`src/ist_pkg.sv`:
```
// constants, state codes and helpers for the iron safety timeout controller
// assumes a 25 MHz core clock and an aligned 32-bit AXI4-Lite register port
package ist_pkg;
   // register byte offsets
   localparam logic [3:0] IST_OFS_CTRL = 4'h0;
   localparam logic [3:0] IST_OFS_STATUS = 4'h4;
   // control field positions and value after reset
   localparam int IST_CTRL_TEST_BIT = 0;
   localparam int IST_CTRL_MUTE_BIT = 1;
   localparam logic [1:0] IST_CTRL_RESET = 2'h0;
   // status field positions
   localparam int IST_STAT_STATE_LSB = 0;
   localparam int IST_STAT_HORIZ_BIT = 3;
   localparam int IST_STAT_TEST_BIT = 4;
   localparam int IST_STAT_RELAY_BIT = 5;
   localparam int IST_STAT_BURST_LSB = 6;
   localparam int IST_STAT_TIMER_LSB = 12;
   // axi responses
   localparam logic [1:0] IST_RESP_OKAY = 2'h0;
   localparam logic [1:0] IST_RESP_SLVERR = 2'h2;
   // clock and tone timing
   localparam int IST_CORE_HZ = 25_000_000;
   localparam int IST_TONE_HZ = 4000;
   localparam int IST_TONE_HALF_CYC = IST_CORE_HZ / (2 * IST_TONE_HZ);
   localparam int IST_DEBOUNCE_MS = 20;
   localparam int IST_DEBOUNCE_CYC = (IST_CORE_HZ / 1000) * IST_DEBOUNCE_MS;
   // timeouts in tenths of a second, real and test
   localparam int IST_HORIZ_DS = 300;
   localparam int IST_HORIZ_TEST_DS = 30;
   localparam int IST_VERT_DS_PER_MIN = 600;
   localparam int IST_VERT_TEST_DS = 96;
   localparam int IST_VERT15_TEST_DS = 120;
   localparam int IST_BURST_COUNT = 6;
   localparam int IST_TIMER_W = 20;

   typedef enum logic [2:0]
   {
      IST_ST_WAIT = 3'b001,
      IST_ST_HEAT = 3'b010,
      IST_ST_TOUT = 3'b100
   } ist_state_t;

   // mains cycles in a span given in tenths of a second
   function automatic logic [IST_TIMER_W-1:0] ist_limit_cycles(input int ds, input int hz);
      int prod;
      prod = (ds * hz) / 10;
      return prod[IST_TIMER_W-1:0];
   endfunction : ist_limit_cycles
endpackage : ist_pkg

```
`src/ist_timeout_ctrl.sv`:
```
// safety timeout controller for a clothes iron, with AXI4-Lite status/control
// assumes tilt, test, mains and discharge inputs are asynchronous pins
// Functional notes
// - relay output high lets the iron heat, low stops heating.
// - tilt input high means horizontal, low means vertical.
// - tilt input is debounced so bounce and vibration are ignored.
// - mains cycles are the time base; 50 or 60 Hz fixed per variant.
// - static horizontal beyond 30 s drops the relay.
// - static vertical beyond 8, 10 or 15 min drops the relay.
// - test input low shortens limits to 3 s, 9.6 s, 9.6 s, 12 s.
// - after reset relay stays off and LED on until first movement.
// - LED output released at power-on and while heating; pulling low turns LED off.
// - after timeout the LED flashes at about 1 Hz.
// - after timeout the buzzer plays 4 kHz in 0.5 s bursts.
// - bursts stop after 6 or continue, as the variant fixes.
// - shared output gives tone only after timeout, discharge otherwise.
`timescale 1ns/10ps
module ist_timeout_ctrl
#(
   parameter int MAINS_HZ = 50,
   parameter int VERT_MIN = 10,
   parameter bit BUZZ_CONTINUAL = 1'b1,
   parameter int DEBOUNCE_CYC = ist_pkg::IST_DEBOUNCE_CYC
)
(
   input wire logic core_clk,
   input wire logic rst,
   input wire logic tilt_sensor_in,
   input wire logic mains_timebase_in,
   input wire logic test_n_in,
   input wire logic discharge_req_in,
   output logic relay_out,
   output logic led_out,
   output logic led_oe,
   output logic discharge_buzzer_out,
   input wire logic [3:0] s_axi_awaddr,
   input wire logic s_axi_awvalid,
   output logic s_axi_awready,
   input wire logic [31:0] s_axi_wdata,
   input wire logic [3:0] s_axi_wstrb,
   input wire logic s_axi_wvalid,
   output logic s_axi_wready,
   output logic [1:0] s_axi_bresp,
   output logic s_axi_bvalid,
   input wire logic s_axi_bready,
   input wire logic [3:0] s_axi_araddr,
   input wire logic s_axi_arvalid,
   output logic s_axi_arready,
   output logic [31:0] s_axi_rdata,
   output logic [1:0] s_axi_rresp,
   output logic s_axi_rvalid,
   input wire logic s_axi_rready
);
   import ist_pkg::*;
   localparam int HALF_SEC = MAINS_HZ / 2;
   localparam logic [IST_TIMER_W-1:0] LIM_H = ist_limit_cycles(IST_HORIZ_DS, MAINS_HZ);
   localparam logic [IST_TIMER_W-1:0] LIM_H_T = ist_limit_cycles(IST_HORIZ_TEST_DS, MAINS_HZ);
   localparam logic [IST_TIMER_W-1:0] LIM_V =
      ist_limit_cycles(VERT_MIN * IST_VERT_DS_PER_MIN, MAINS_HZ);
   localparam logic [IST_TIMER_W-1:0] LIM_V_T =
      ist_limit_cycles((VERT_MIN == 15) ? IST_VERT15_TEST_DS : IST_VERT_TEST_DS, MAINS_HZ);
   typedef struct packed {
      ist_state_t state;
      logic [2:0] tilt_sync;
      logic tilt_stable;
      logic tilt_primed;
      logic [19:0] deb_cnt;
      logic [2:0] mains_sync;
      logic mains_lvl;
      logic [2:0] test_sync;
      logic test_lvl;
      logic [2:0] dis_sync;
      logic dis_lvl;
      logic [IST_TIMER_W-1:0] pos_timer;
      logic [5:0] half_cnt;
      logic half_phase;
      logic [2:0] burst_cnt;
      logic [11:0] tone_cnt;
      logic tone;
      logic [1:0] ctrl;
      logic relay;
      logic led_oe;
      logic buz;
      logic awready;
      logic bvalid;
      logic [1:0] bresp;
      logic arready;
      logic rvalid;
      logic [31:0] rdata;
      logic [1:0] rresp;
   } ist_regs_t;
   ist_regs_t r_reg;
   ist_regs_t r_next;
   logic mains_edge;
   logic moved;
   logic test_active;
   logic [IST_TIMER_W-1:0] cur_limit;
   ////////////////////////////////////////////////////////////////////////////
   // next-state logic
   always_comb
   begin
      r_next = r_reg;
      mains_edge = 1'b0;
      moved = 1'b0;
      // three-stage synchronisers; only stages two and three are examined
      r_next.tilt_sync = {r_reg.tilt_sync[1:0], tilt_sensor_in};
      r_next.mains_sync = {r_reg.mains_sync[1:0], mains_timebase_in};
      r_next.test_sync = {r_reg.test_sync[1:0], test_n_in};
      r_next.dis_sync = {r_reg.dis_sync[1:0], discharge_req_in};
      if (r_reg.mains_sync[1] == r_reg.mains_sync[2])
      begin
         r_next.mains_lvl = r_reg.mains_sync[2];
         mains_edge = r_reg.mains_sync[2] & ~r_reg.mains_lvl;
      end
      if (r_reg.test_sync[1] == r_reg.test_sync[2])
         r_next.test_lvl = r_reg.test_sync[2];
      if (r_reg.dis_sync[1] == r_reg.dis_sync[2])
         r_next.dis_lvl = r_reg.dis_sync[2];
      test_active = ~r_reg.test_lvl | r_reg.ctrl[IST_CTRL_TEST_BIT];
      // high level means horizontal; each position has its own limit
      if (r_reg.tilt_stable)
         cur_limit = test_active ? LIM_H_T : LIM_H;
      else
         cur_limit = test_active ? LIM_V_T : LIM_V;
      // a level must hold for the whole debounce span, else the count restarts
      if (r_reg.tilt_sync[1] == r_reg.tilt_sync[2] && r_reg.tilt_sync[2] != r_reg.tilt_stable)
      begin
         if (r_reg.deb_cnt == 20'(DEBOUNCE_CYC - 1))
         begin
            r_next.deb_cnt = 20'h0;
            r_next.tilt_stable = r_reg.tilt_sync[2];
            moved = r_reg.tilt_primed;
         end
         else
            r_next.deb_cnt = r_reg.deb_cnt + 20'h1;
      end
      else
      begin
         r_next.deb_cnt = 20'h0;
         // a quiet span after reset primes the filter so the resting level is no movement
         if (!r_reg.tilt_primed && r_reg.tilt_sync[1] == r_reg.tilt_sync[2])
         begin
            r_next.deb_cnt = r_reg.deb_cnt + 20'h1;
            r_next.tilt_primed = (r_reg.deb_cnt == 20'(DEBOUNCE_CYC - 1));
         end
      end
      // tone divider runs freely from the core clock
      if (r_reg.tone_cnt == 12'(IST_TONE_HALF_CYC - 1))
      begin
         r_next.tone_cnt = 12'h0;
         r_next.tone = ~r_reg.tone;
      end
      else
         r_next.tone_cnt = r_reg.tone_cnt + 12'h1;
      // position state machine
      case (r_reg.state)
         IST_ST_WAIT:
         begin
            if (moved)
            begin
               r_next.state = IST_ST_HEAT;
               r_next.pos_timer = '0;
            end
         end
         IST_ST_HEAT:
         begin
            if (moved)
               r_next.pos_timer = '0;
            else if (mains_edge)
            begin
               if (r_reg.pos_timer + 1'b1 >= cur_limit)
               begin
                  r_next.state = IST_ST_TOUT;
                  r_next.half_cnt = 6'h0;
                  r_next.half_phase = 1'b0;
                  r_next.burst_cnt = 3'h0;
               end
               r_next.pos_timer = r_reg.pos_timer + 1'b1;
            end
         end
         IST_ST_TOUT:
         begin
            if (moved)
            begin
               r_next.state = IST_ST_HEAT;
               r_next.pos_timer = '0;
               r_next.half_phase = 1'b0;
            end
            else if (mains_edge)
            begin
               // half-second phases from mains cycles give the flash and the bursts
               if (r_reg.half_cnt == 6'(HALF_SEC - 1))
               begin
                  r_next.half_cnt = 6'h0;
                  r_next.half_phase = ~r_reg.half_phase;
                  if (!r_reg.half_phase && r_reg.burst_cnt != 3'(IST_BURST_COUNT))
                     r_next.burst_cnt = r_reg.burst_cnt + 3'h1;
               end
               else
                  r_next.half_cnt = r_reg.half_cnt + 6'h1;
            end
         end
         default:
            r_next.state = IST_ST_WAIT;
      endcase
      // outputs follow the next state so they switch with it
      r_next.relay = (r_next.state == IST_ST_HEAT);
      r_next.led_oe = (r_next.state == IST_ST_TOUT) & r_next.half_phase;
      if (r_next.state == IST_ST_TOUT && !r_next.half_phase && !r_reg.ctrl[IST_CTRL_MUTE_BIT]
          && (BUZZ_CONTINUAL || r_next.burst_cnt != 3'(IST_BURST_COUNT)))
         r_next.buz = r_next.tone;
      else if (r_next.state == IST_ST_TOUT)
         r_next.buz = 1'b0;
      else
         r_next.buz = r_next.dis_lvl;
      // axi write: wait for address and data together, answer one cycle later
      r_next.awready = 1'b0;
      if (r_reg.bvalid && s_axi_bready)
         r_next.bvalid = 1'b0;
      if (r_reg.awready)
      begin
         r_next.bvalid = 1'b1;
         r_next.bresp = IST_RESP_SLVERR;
         if (s_axi_awaddr == IST_OFS_CTRL)
         begin
            r_next.bresp = IST_RESP_OKAY;
            if (s_axi_wstrb[0])
               r_next.ctrl = s_axi_wdata[1:0];
         end
         else if (s_axi_awaddr == IST_OFS_STATUS)
            r_next.bresp = IST_RESP_OKAY;
      end
      else if (s_axi_awvalid && s_axi_wvalid && !r_reg.bvalid)
         r_next.awready = 1'b1;
      // axi read
      r_next.arready = 1'b0;
      if (r_reg.rvalid && s_axi_rready)
         r_next.rvalid = 1'b0;
      if (r_reg.arready)
      begin
         r_next.rvalid = 1'b1;
         r_next.rresp = IST_RESP_OKAY;
         r_next.rdata = 32'h0;
         if (s_axi_araddr == IST_OFS_CTRL)
            r_next.rdata[1:0] = r_reg.ctrl;
         else if (s_axi_araddr == IST_OFS_STATUS)
         begin
            r_next.rdata[IST_STAT_STATE_LSB +: 3] = r_reg.state;
            r_next.rdata[IST_STAT_HORIZ_BIT] = r_reg.tilt_stable;
            r_next.rdata[IST_STAT_TEST_BIT] = test_active;
            r_next.rdata[IST_STAT_RELAY_BIT] = r_reg.relay;
            r_next.rdata[IST_STAT_BURST_LSB +: 3] = r_reg.burst_cnt;
            r_next.rdata[IST_STAT_TIMER_LSB +: IST_TIMER_W] = r_reg.pos_timer;
         end
         else
            r_next.rresp = IST_RESP_SLVERR;
      end
      else if (s_axi_arvalid && !r_reg.rvalid)
         r_next.arready = 1'b1;
   end
   ////////////////////////////////////////////////////////////////////////////
   // state register; test level resets high so the part starts in normal timing
   always_ff @(posedge core_clk or posedge rst)
   begin
      if (rst)
      begin
         r_reg <= '0;
         r_reg.state <= IST_ST_WAIT;
         r_reg.test_sync <= 3'h7;
         r_reg.test_lvl <= 1'b1;
         r_reg.ctrl <= IST_CTRL_RESET;
      end
      else
         r_reg <= r_next;
   end
   assign relay_out = r_reg.relay;
   assign led_out = 1'b0; // open drain: only the enable moves
   assign led_oe = r_reg.led_oe;
   assign discharge_buzzer_out = r_reg.buz;
   assign s_axi_awready = r_reg.awready;
   assign s_axi_wready = r_reg.awready; // both channels taken together
   assign s_axi_bvalid = r_reg.bvalid;
   assign s_axi_bresp = r_reg.bresp;
   assign s_axi_arready = r_reg.arready;
   assign s_axi_rvalid = r_reg.rvalid;
   assign s_axi_rdata = r_reg.rdata;
   assign s_axi_rresp = r_reg.rresp;
endmodule : ist_timeout_ctrl
```
`config.mk`:
```
export PLATFORM = sky130hd
export DESIGN_NAME = ist_timeout_ctrl
export DESIGN_NICKNAME = d
export VERILOG_FILES = /design/src/ist_pkg.sv /design/src/ist_timeout_ctrl.sv
export SDC_FILE = /design/constraint.sdc
export NUM_CORES = 1
export LEC_CHECK = 0
export ABC_AREA = 1
export BUFFER_PORTS_ARGS = -buffer_cell sky130_fd_sc_hd__buf_4
export CAP_MARGIN = 10
export CORE_MARGIN = 8
export CORE_UTILIZATION = 55
export DETAILED_ROUTE_END_ITERATION = 8
export PLACE_DENSITY = 0.78
export SLEW_MARGIN = 10
export SYNTH_ARGS = -nofsm -noshare
export SYNTH_HDL_FRONTEND = slang
export SYNTH_SLANG_ARGS = --single-unit
export TNS_END_PERCENT = 50
```
`constraint.sdc`:
```
create_clock -name core_clk -period 4.7 [get_ports core_clk]
set_clock_uncertainty 0.05 [all_clocks]
set_input_delay 0.705 -clock core_clk [delete_from_list [all_inputs] [get_ports core_clk]]
set_output_delay 0.705 -clock core_clk [all_outputs]
set_load 0.05 [all_outputs]
```
# Word-level counts from Yosys, hierarchy flattened
# Index checks and enable logic that the tools add are counted.
word_totals:
  elab_cells: 146
  output_inout_bits: 45
  regBits: 125
classes:
  eq_ne: 25
  reduce_logical: 29
  order_cmp: 1
  addsub: 5
  n_mux: 50
  n_bitwise: 8
op_table:
  columns: ["operator", "count"]
  rows:
  - ["$mux W20", 7]
  - ["$add A20 B1 Y20 const B", 2]
  - ["$pmux W20 S2", 1]
  - ["$mux W35", 1]
  - ["$mux W10", 3]
  - ["$mux W15", 2]
  - ["$mux W30", 1]
  - ["$mux W3", 7]
  - ["$eq A20 B19 Y1 const B", 1]
  - ["$ge A20 B20 Y1", 1]
  - ["$pmux W10 S2", 1]
  - ["$mux W1", 14]
  - ["$ne A2 B2 Y1 const B", 7]
  - ["$add A12 B1 Y12 const B", 1]
  - ["$eq A12 B12 Y1 const B", 1]
  - ["$mux W12", 1]
  - ["$mux W6", 2]
  - ["$mux W11", 1]
  - ["$logic_and A1 B1 Y1", 10]
  - ["$mux W2", 5]
  - ["$mux W9", 1]
  - ["$eq A4 B3 Y1 const B", 2]
  - ["$logic_not A4 Y1", 2]
  - ["$reduce_and A8 Y1", 1]
  - ["22 further kinds", 43]

# Longest topological paths before layout
logic_depth:
  word_depth: 13
  mapped_depth: 22
  ltp_nobuf: 22

# Worst setup path after synthesis
# OpenSTA, ideal clock, no wires.
synth_timing:
  kind: "reg2reg"
  start: "reg r_reg[69] (netlist name)"
  end: "reg r_reg (netlist bit discharge_buzzer_out)"
  arrival_time_ns: 2.585
  setup_time_ns: 0.117
  stages_incl_launch_ff: 21
  path_slack_ns: 1.947
  path_buffers: 0
  required_ns: 4.533
  cell_sequence: "dfrtp_1 ha_1 nand2_1 nor2_2 nand2_2 nor2_2 nand2_1 o21ai_0 inv_1 ha_1 a21o_1 a31oi_1 nand2_1 nor3_2 nand2_1 nand2_1 nand2_1 nand2_1 nand2_1 nand3_1 nand2_1"
synth_rtl:
  columns: ["element", "line_no", "text"]
  rows:
  - ["start, declared", "ist_timeout_ctrl.sv:92", "ist_regs_t r_reg;"]
  - ["start signal, assigned", "ist_timeout_ctrl.sv:274", "r_reg <= r_next;"]

==> flow_metrics.env <==
export IMPL_fill_cells=911
export IMPL_powerDensity_mw_per_mm2=367
export IMPL_nNetsFinal=876
export IMPL_dr_wl_met2_um=6560
export IMPL_ir_drop_v=0.000410
export IMPL_num_vias=5060
export IMPL_drv_slew=0
export IMPL_clk_pin_slew_ns=0.06
export IMPL_multiInputGateArea_mm2=0.00265
export IMPL_die_w_um=124
export IMPL_setup_ws_ns=1.39
export IMPL_post_cts_setup_buffers=0
export IMPL_ios=100
export IMPL_cts_tree="yes"
export IMPL_worstPathCellList="ha_1 -> nand2_1 -> nor2_2 -> nand2_2 -> nor2_2 -> nand2_1 -> o21ai_0 -> inv_1 -> ha_1 -> a21o_1 -> a31oi_1 -> nand2_1 -> nor3_2 -> nand2_1 -> nand2_1 -> nand2_1 -> nand2_1 -> nand2_1 -> nand3_1 -> nand2_1"
export IMPL_htreeDepth=4
export IMPL_crit_fanout=4
export IMPL_detail_route_antenna_nets=0
export IMPL_floorplan_die_height_um=124
export IMPL_wl_per_cell_um=14.4
export IMPL_cts_resized=0
export IMPL_largest_reg_flops=77
export IMPL_rows=39
export IMPL_max_stage_delay_ns=0.42
export IMPL_topRoutingLayerUsed="met4"
export IMPL_ys_types=42
export IMPL_cp_arrival_ns=3.56
export IMPL_route_met3_wl_um=903
export IMPL_grt_pass1_wl_um=22500
export IMPL_end_kind="flop"
export IMPL_final_cell_mix="nand2_1, dfrtp_1, inv_1"
export IMPL_critical_path_class="flop to flop"
export IMPL_synthTopCellsByArea="dfrtp_1, nand2_1, inv_1"
export IMPL_synth_edf_count=0
export IMPL_finalSetupTns_ns=0
export IMPL_cp_required_ns=4.95
export IMPL_grtUsageTotal=0.184
export IMPL_hold_buffers=0
export IMPL_synth_warnings=0
export IMPL_critPathSlowestCell="dfrtp_1"
export IMPL_async_flop_share=1.00
export IMPL_post_place_ws_ns=1.42
export IMPL_seq_area_mm2=0.00308
export IMPL_crit_top_cell="nand2_1"
export IMPL_hold_viol_final=0
export IMPL_numCtsBuffers=17
export IMPL_synth_seq_cells=123
export IMPL_grt_start_max_net_pins=53
export IMPL_synth_top_area_cell="dfrtp_1"
export IMPL_routed_wl_um=13700
export IMPL_gp_congestion=0.877
export IMPL_via_per_inst=5.32
export IMPL_grt_pass1_vias=4872
export IMPL_start_util=0.564
export IMPL_timing_final_crit_share=0.705
export IMPL_drv_cap=0
export IMPL_layout_min_cycle_time_ns=3.31
export IMPL_dieArea_mm2=0.0154
export IMPL_synthCells=755
export IMPL_cts_root_buf="clkbuf_16"
export IMPL_core_mm2=0.0114
export IMPL_synth_main_ff_cell="dfrtp_1"
export IMPL_clock_latency_ns=0.41
export IMPL_max_freq_ghz=0.302
export IMPL_worstHoldPathType="primary input to asynchronous set/reset pin"
export IMPL_antenna_cells=0
export IMPL_drc=0
export IMPL_tightest_slew_ns=0.938
export IMPL_clock_sinks=123
export IMPL_met1_length_um=6000
export IMPL_syn_cell_area_mm2=0.00644
export IMPL_hpwl_um=9940
export IMPL_setup_viol=0
export IMPL_cp_start_kind="flop"
export IMPL_gr_total_overflow=0
export IMPL_final_common_cell="nand2_1"
export IMPL_syn_avg_cell_area_um2=8.52
export IMPL_antenna_found_initial=0
export IMPL_seq_area_frac_synth=0.479
export IMPL_rsz0062_at_grt="no"
export IMPL_status="complete, no violations"
export IMPL_max_slew_margin=0.374
export IMPL_io_buffers=60
export IMPL_drive_gt1_frac=0.150
export IMPL_clockBufferDepth=2
export IMPL_first_pass_iters=5
export IMPL_synth_top_cell_area_share=0.459
export IMPL_drt_iter0_drc=423
export IMPL_p_leak_nw=3.63
export IMPL_syn2layout_area_growth_pct=15.6
[path summary, 6_finish.rpt]
path,cells past startpoint,slack (ns),endpoint,from
setup / recovery,20,1.39,discharge_buzzer_out,r_reg[69]
hold / removal,2,0.23,s_axi_rdata[4],rst
setup reg to reg,20,1.39,discharge_buzzer_out,r_reg[69]
hold reg to reg,0,0.30,r_next[91],r_next[90]
max in group asynchronous,3,3.40,s_axi_rvalid,rst
min in group core_clk,0,0.30,r_next[91],r_next[90]
[report_power, final]
group / internal (W) / switching (W) / total (W) / leakage [nW]
clock: 0.000941 / 0.000473 / 0.00141 / 0.314
sequential: 0.00109 / 0.0000215 / 0.00111 / 1.63
combinational: 0.0000555 / 0.000147 / 0.000203 / 1.68
total: 0.00209 / 0.000642 / 0.00273 / 3.63
[routing by layer]
metal	vias up	GRT usage
met5	-	0
met4	0	0.0706
met3	23	0.0485
met2	143	0.303
met1	2417	0.229
li1	2477	-
[synthesized netlist by cell type, types with 2 or more instances]
library cell and count:
nand2_1 158, dfrtp_1 118, inv_1 104, nor2_1 72, o21ai_0 52, buf_4 38
nand3_1 27, ha_1 26, xor2_1 24, nor3_1 20, a21oi_1 19, nand4_1 13
clkbuf_1 10, a32o_1 9, nor4_1 9, a22o_1 6, dfstp_2 5, a31oi_1 4
xnor2_1 4, maj3_1 3, nand2_2 3, nand3b_1 3, nor2_2 3, nor2_4 3
o21bai_1 3, a21o_1 2, nand2_4 2
[worst max-delay path: cells and delay by family (launching register included)]
kind,cells,cell delay (ns)
flip-flops,1,0.42
AND/OR/NAND/NOR,14,1.60
adder cells (fa/ha/maj),2,0.52
buffers and inverters,1,0.08
AO/OA/AOI/OAI,3,0.51
[per-stage QoR]
stage	power, W	utilization	hold slack [ns]	std cells	instance area (µm²)
after floorplan	0.00128	-	0.281	760	6450
after global placement	0.00133	0.595	0.282	919	6790
after detailed placement	0.00133	0.595	0.289	919	6790
after CTS	0.00275	0.652	0.237	951	7440
after global routing	0.00281	0.652	0.261	951	7440
final	0.00273	0.652	0.228	951	7440
[kinds of logic after synthesis]
family | synth area share
fa+ha+maj | 0.0552
compound gates | 0.0935
buf+inv | 0.112
simple gates | 0.222
other cells | 0.000583
xor+xnor | 0.0381
flops | 0.479
[area by class of cell]
cell class                      instances  area share
Sequential cell                       123       0.415
Multi-Input combinational cell        484       0.356
Timing Repair Buffer                   64      0.0646
Clock buffer                           17      0.0572
Inverter                              105      0.0536
Clock inverter                         15      0.0296
Tap cell                              143      0.0240
No activity file was read; power rests on OpenSTA's default activity.
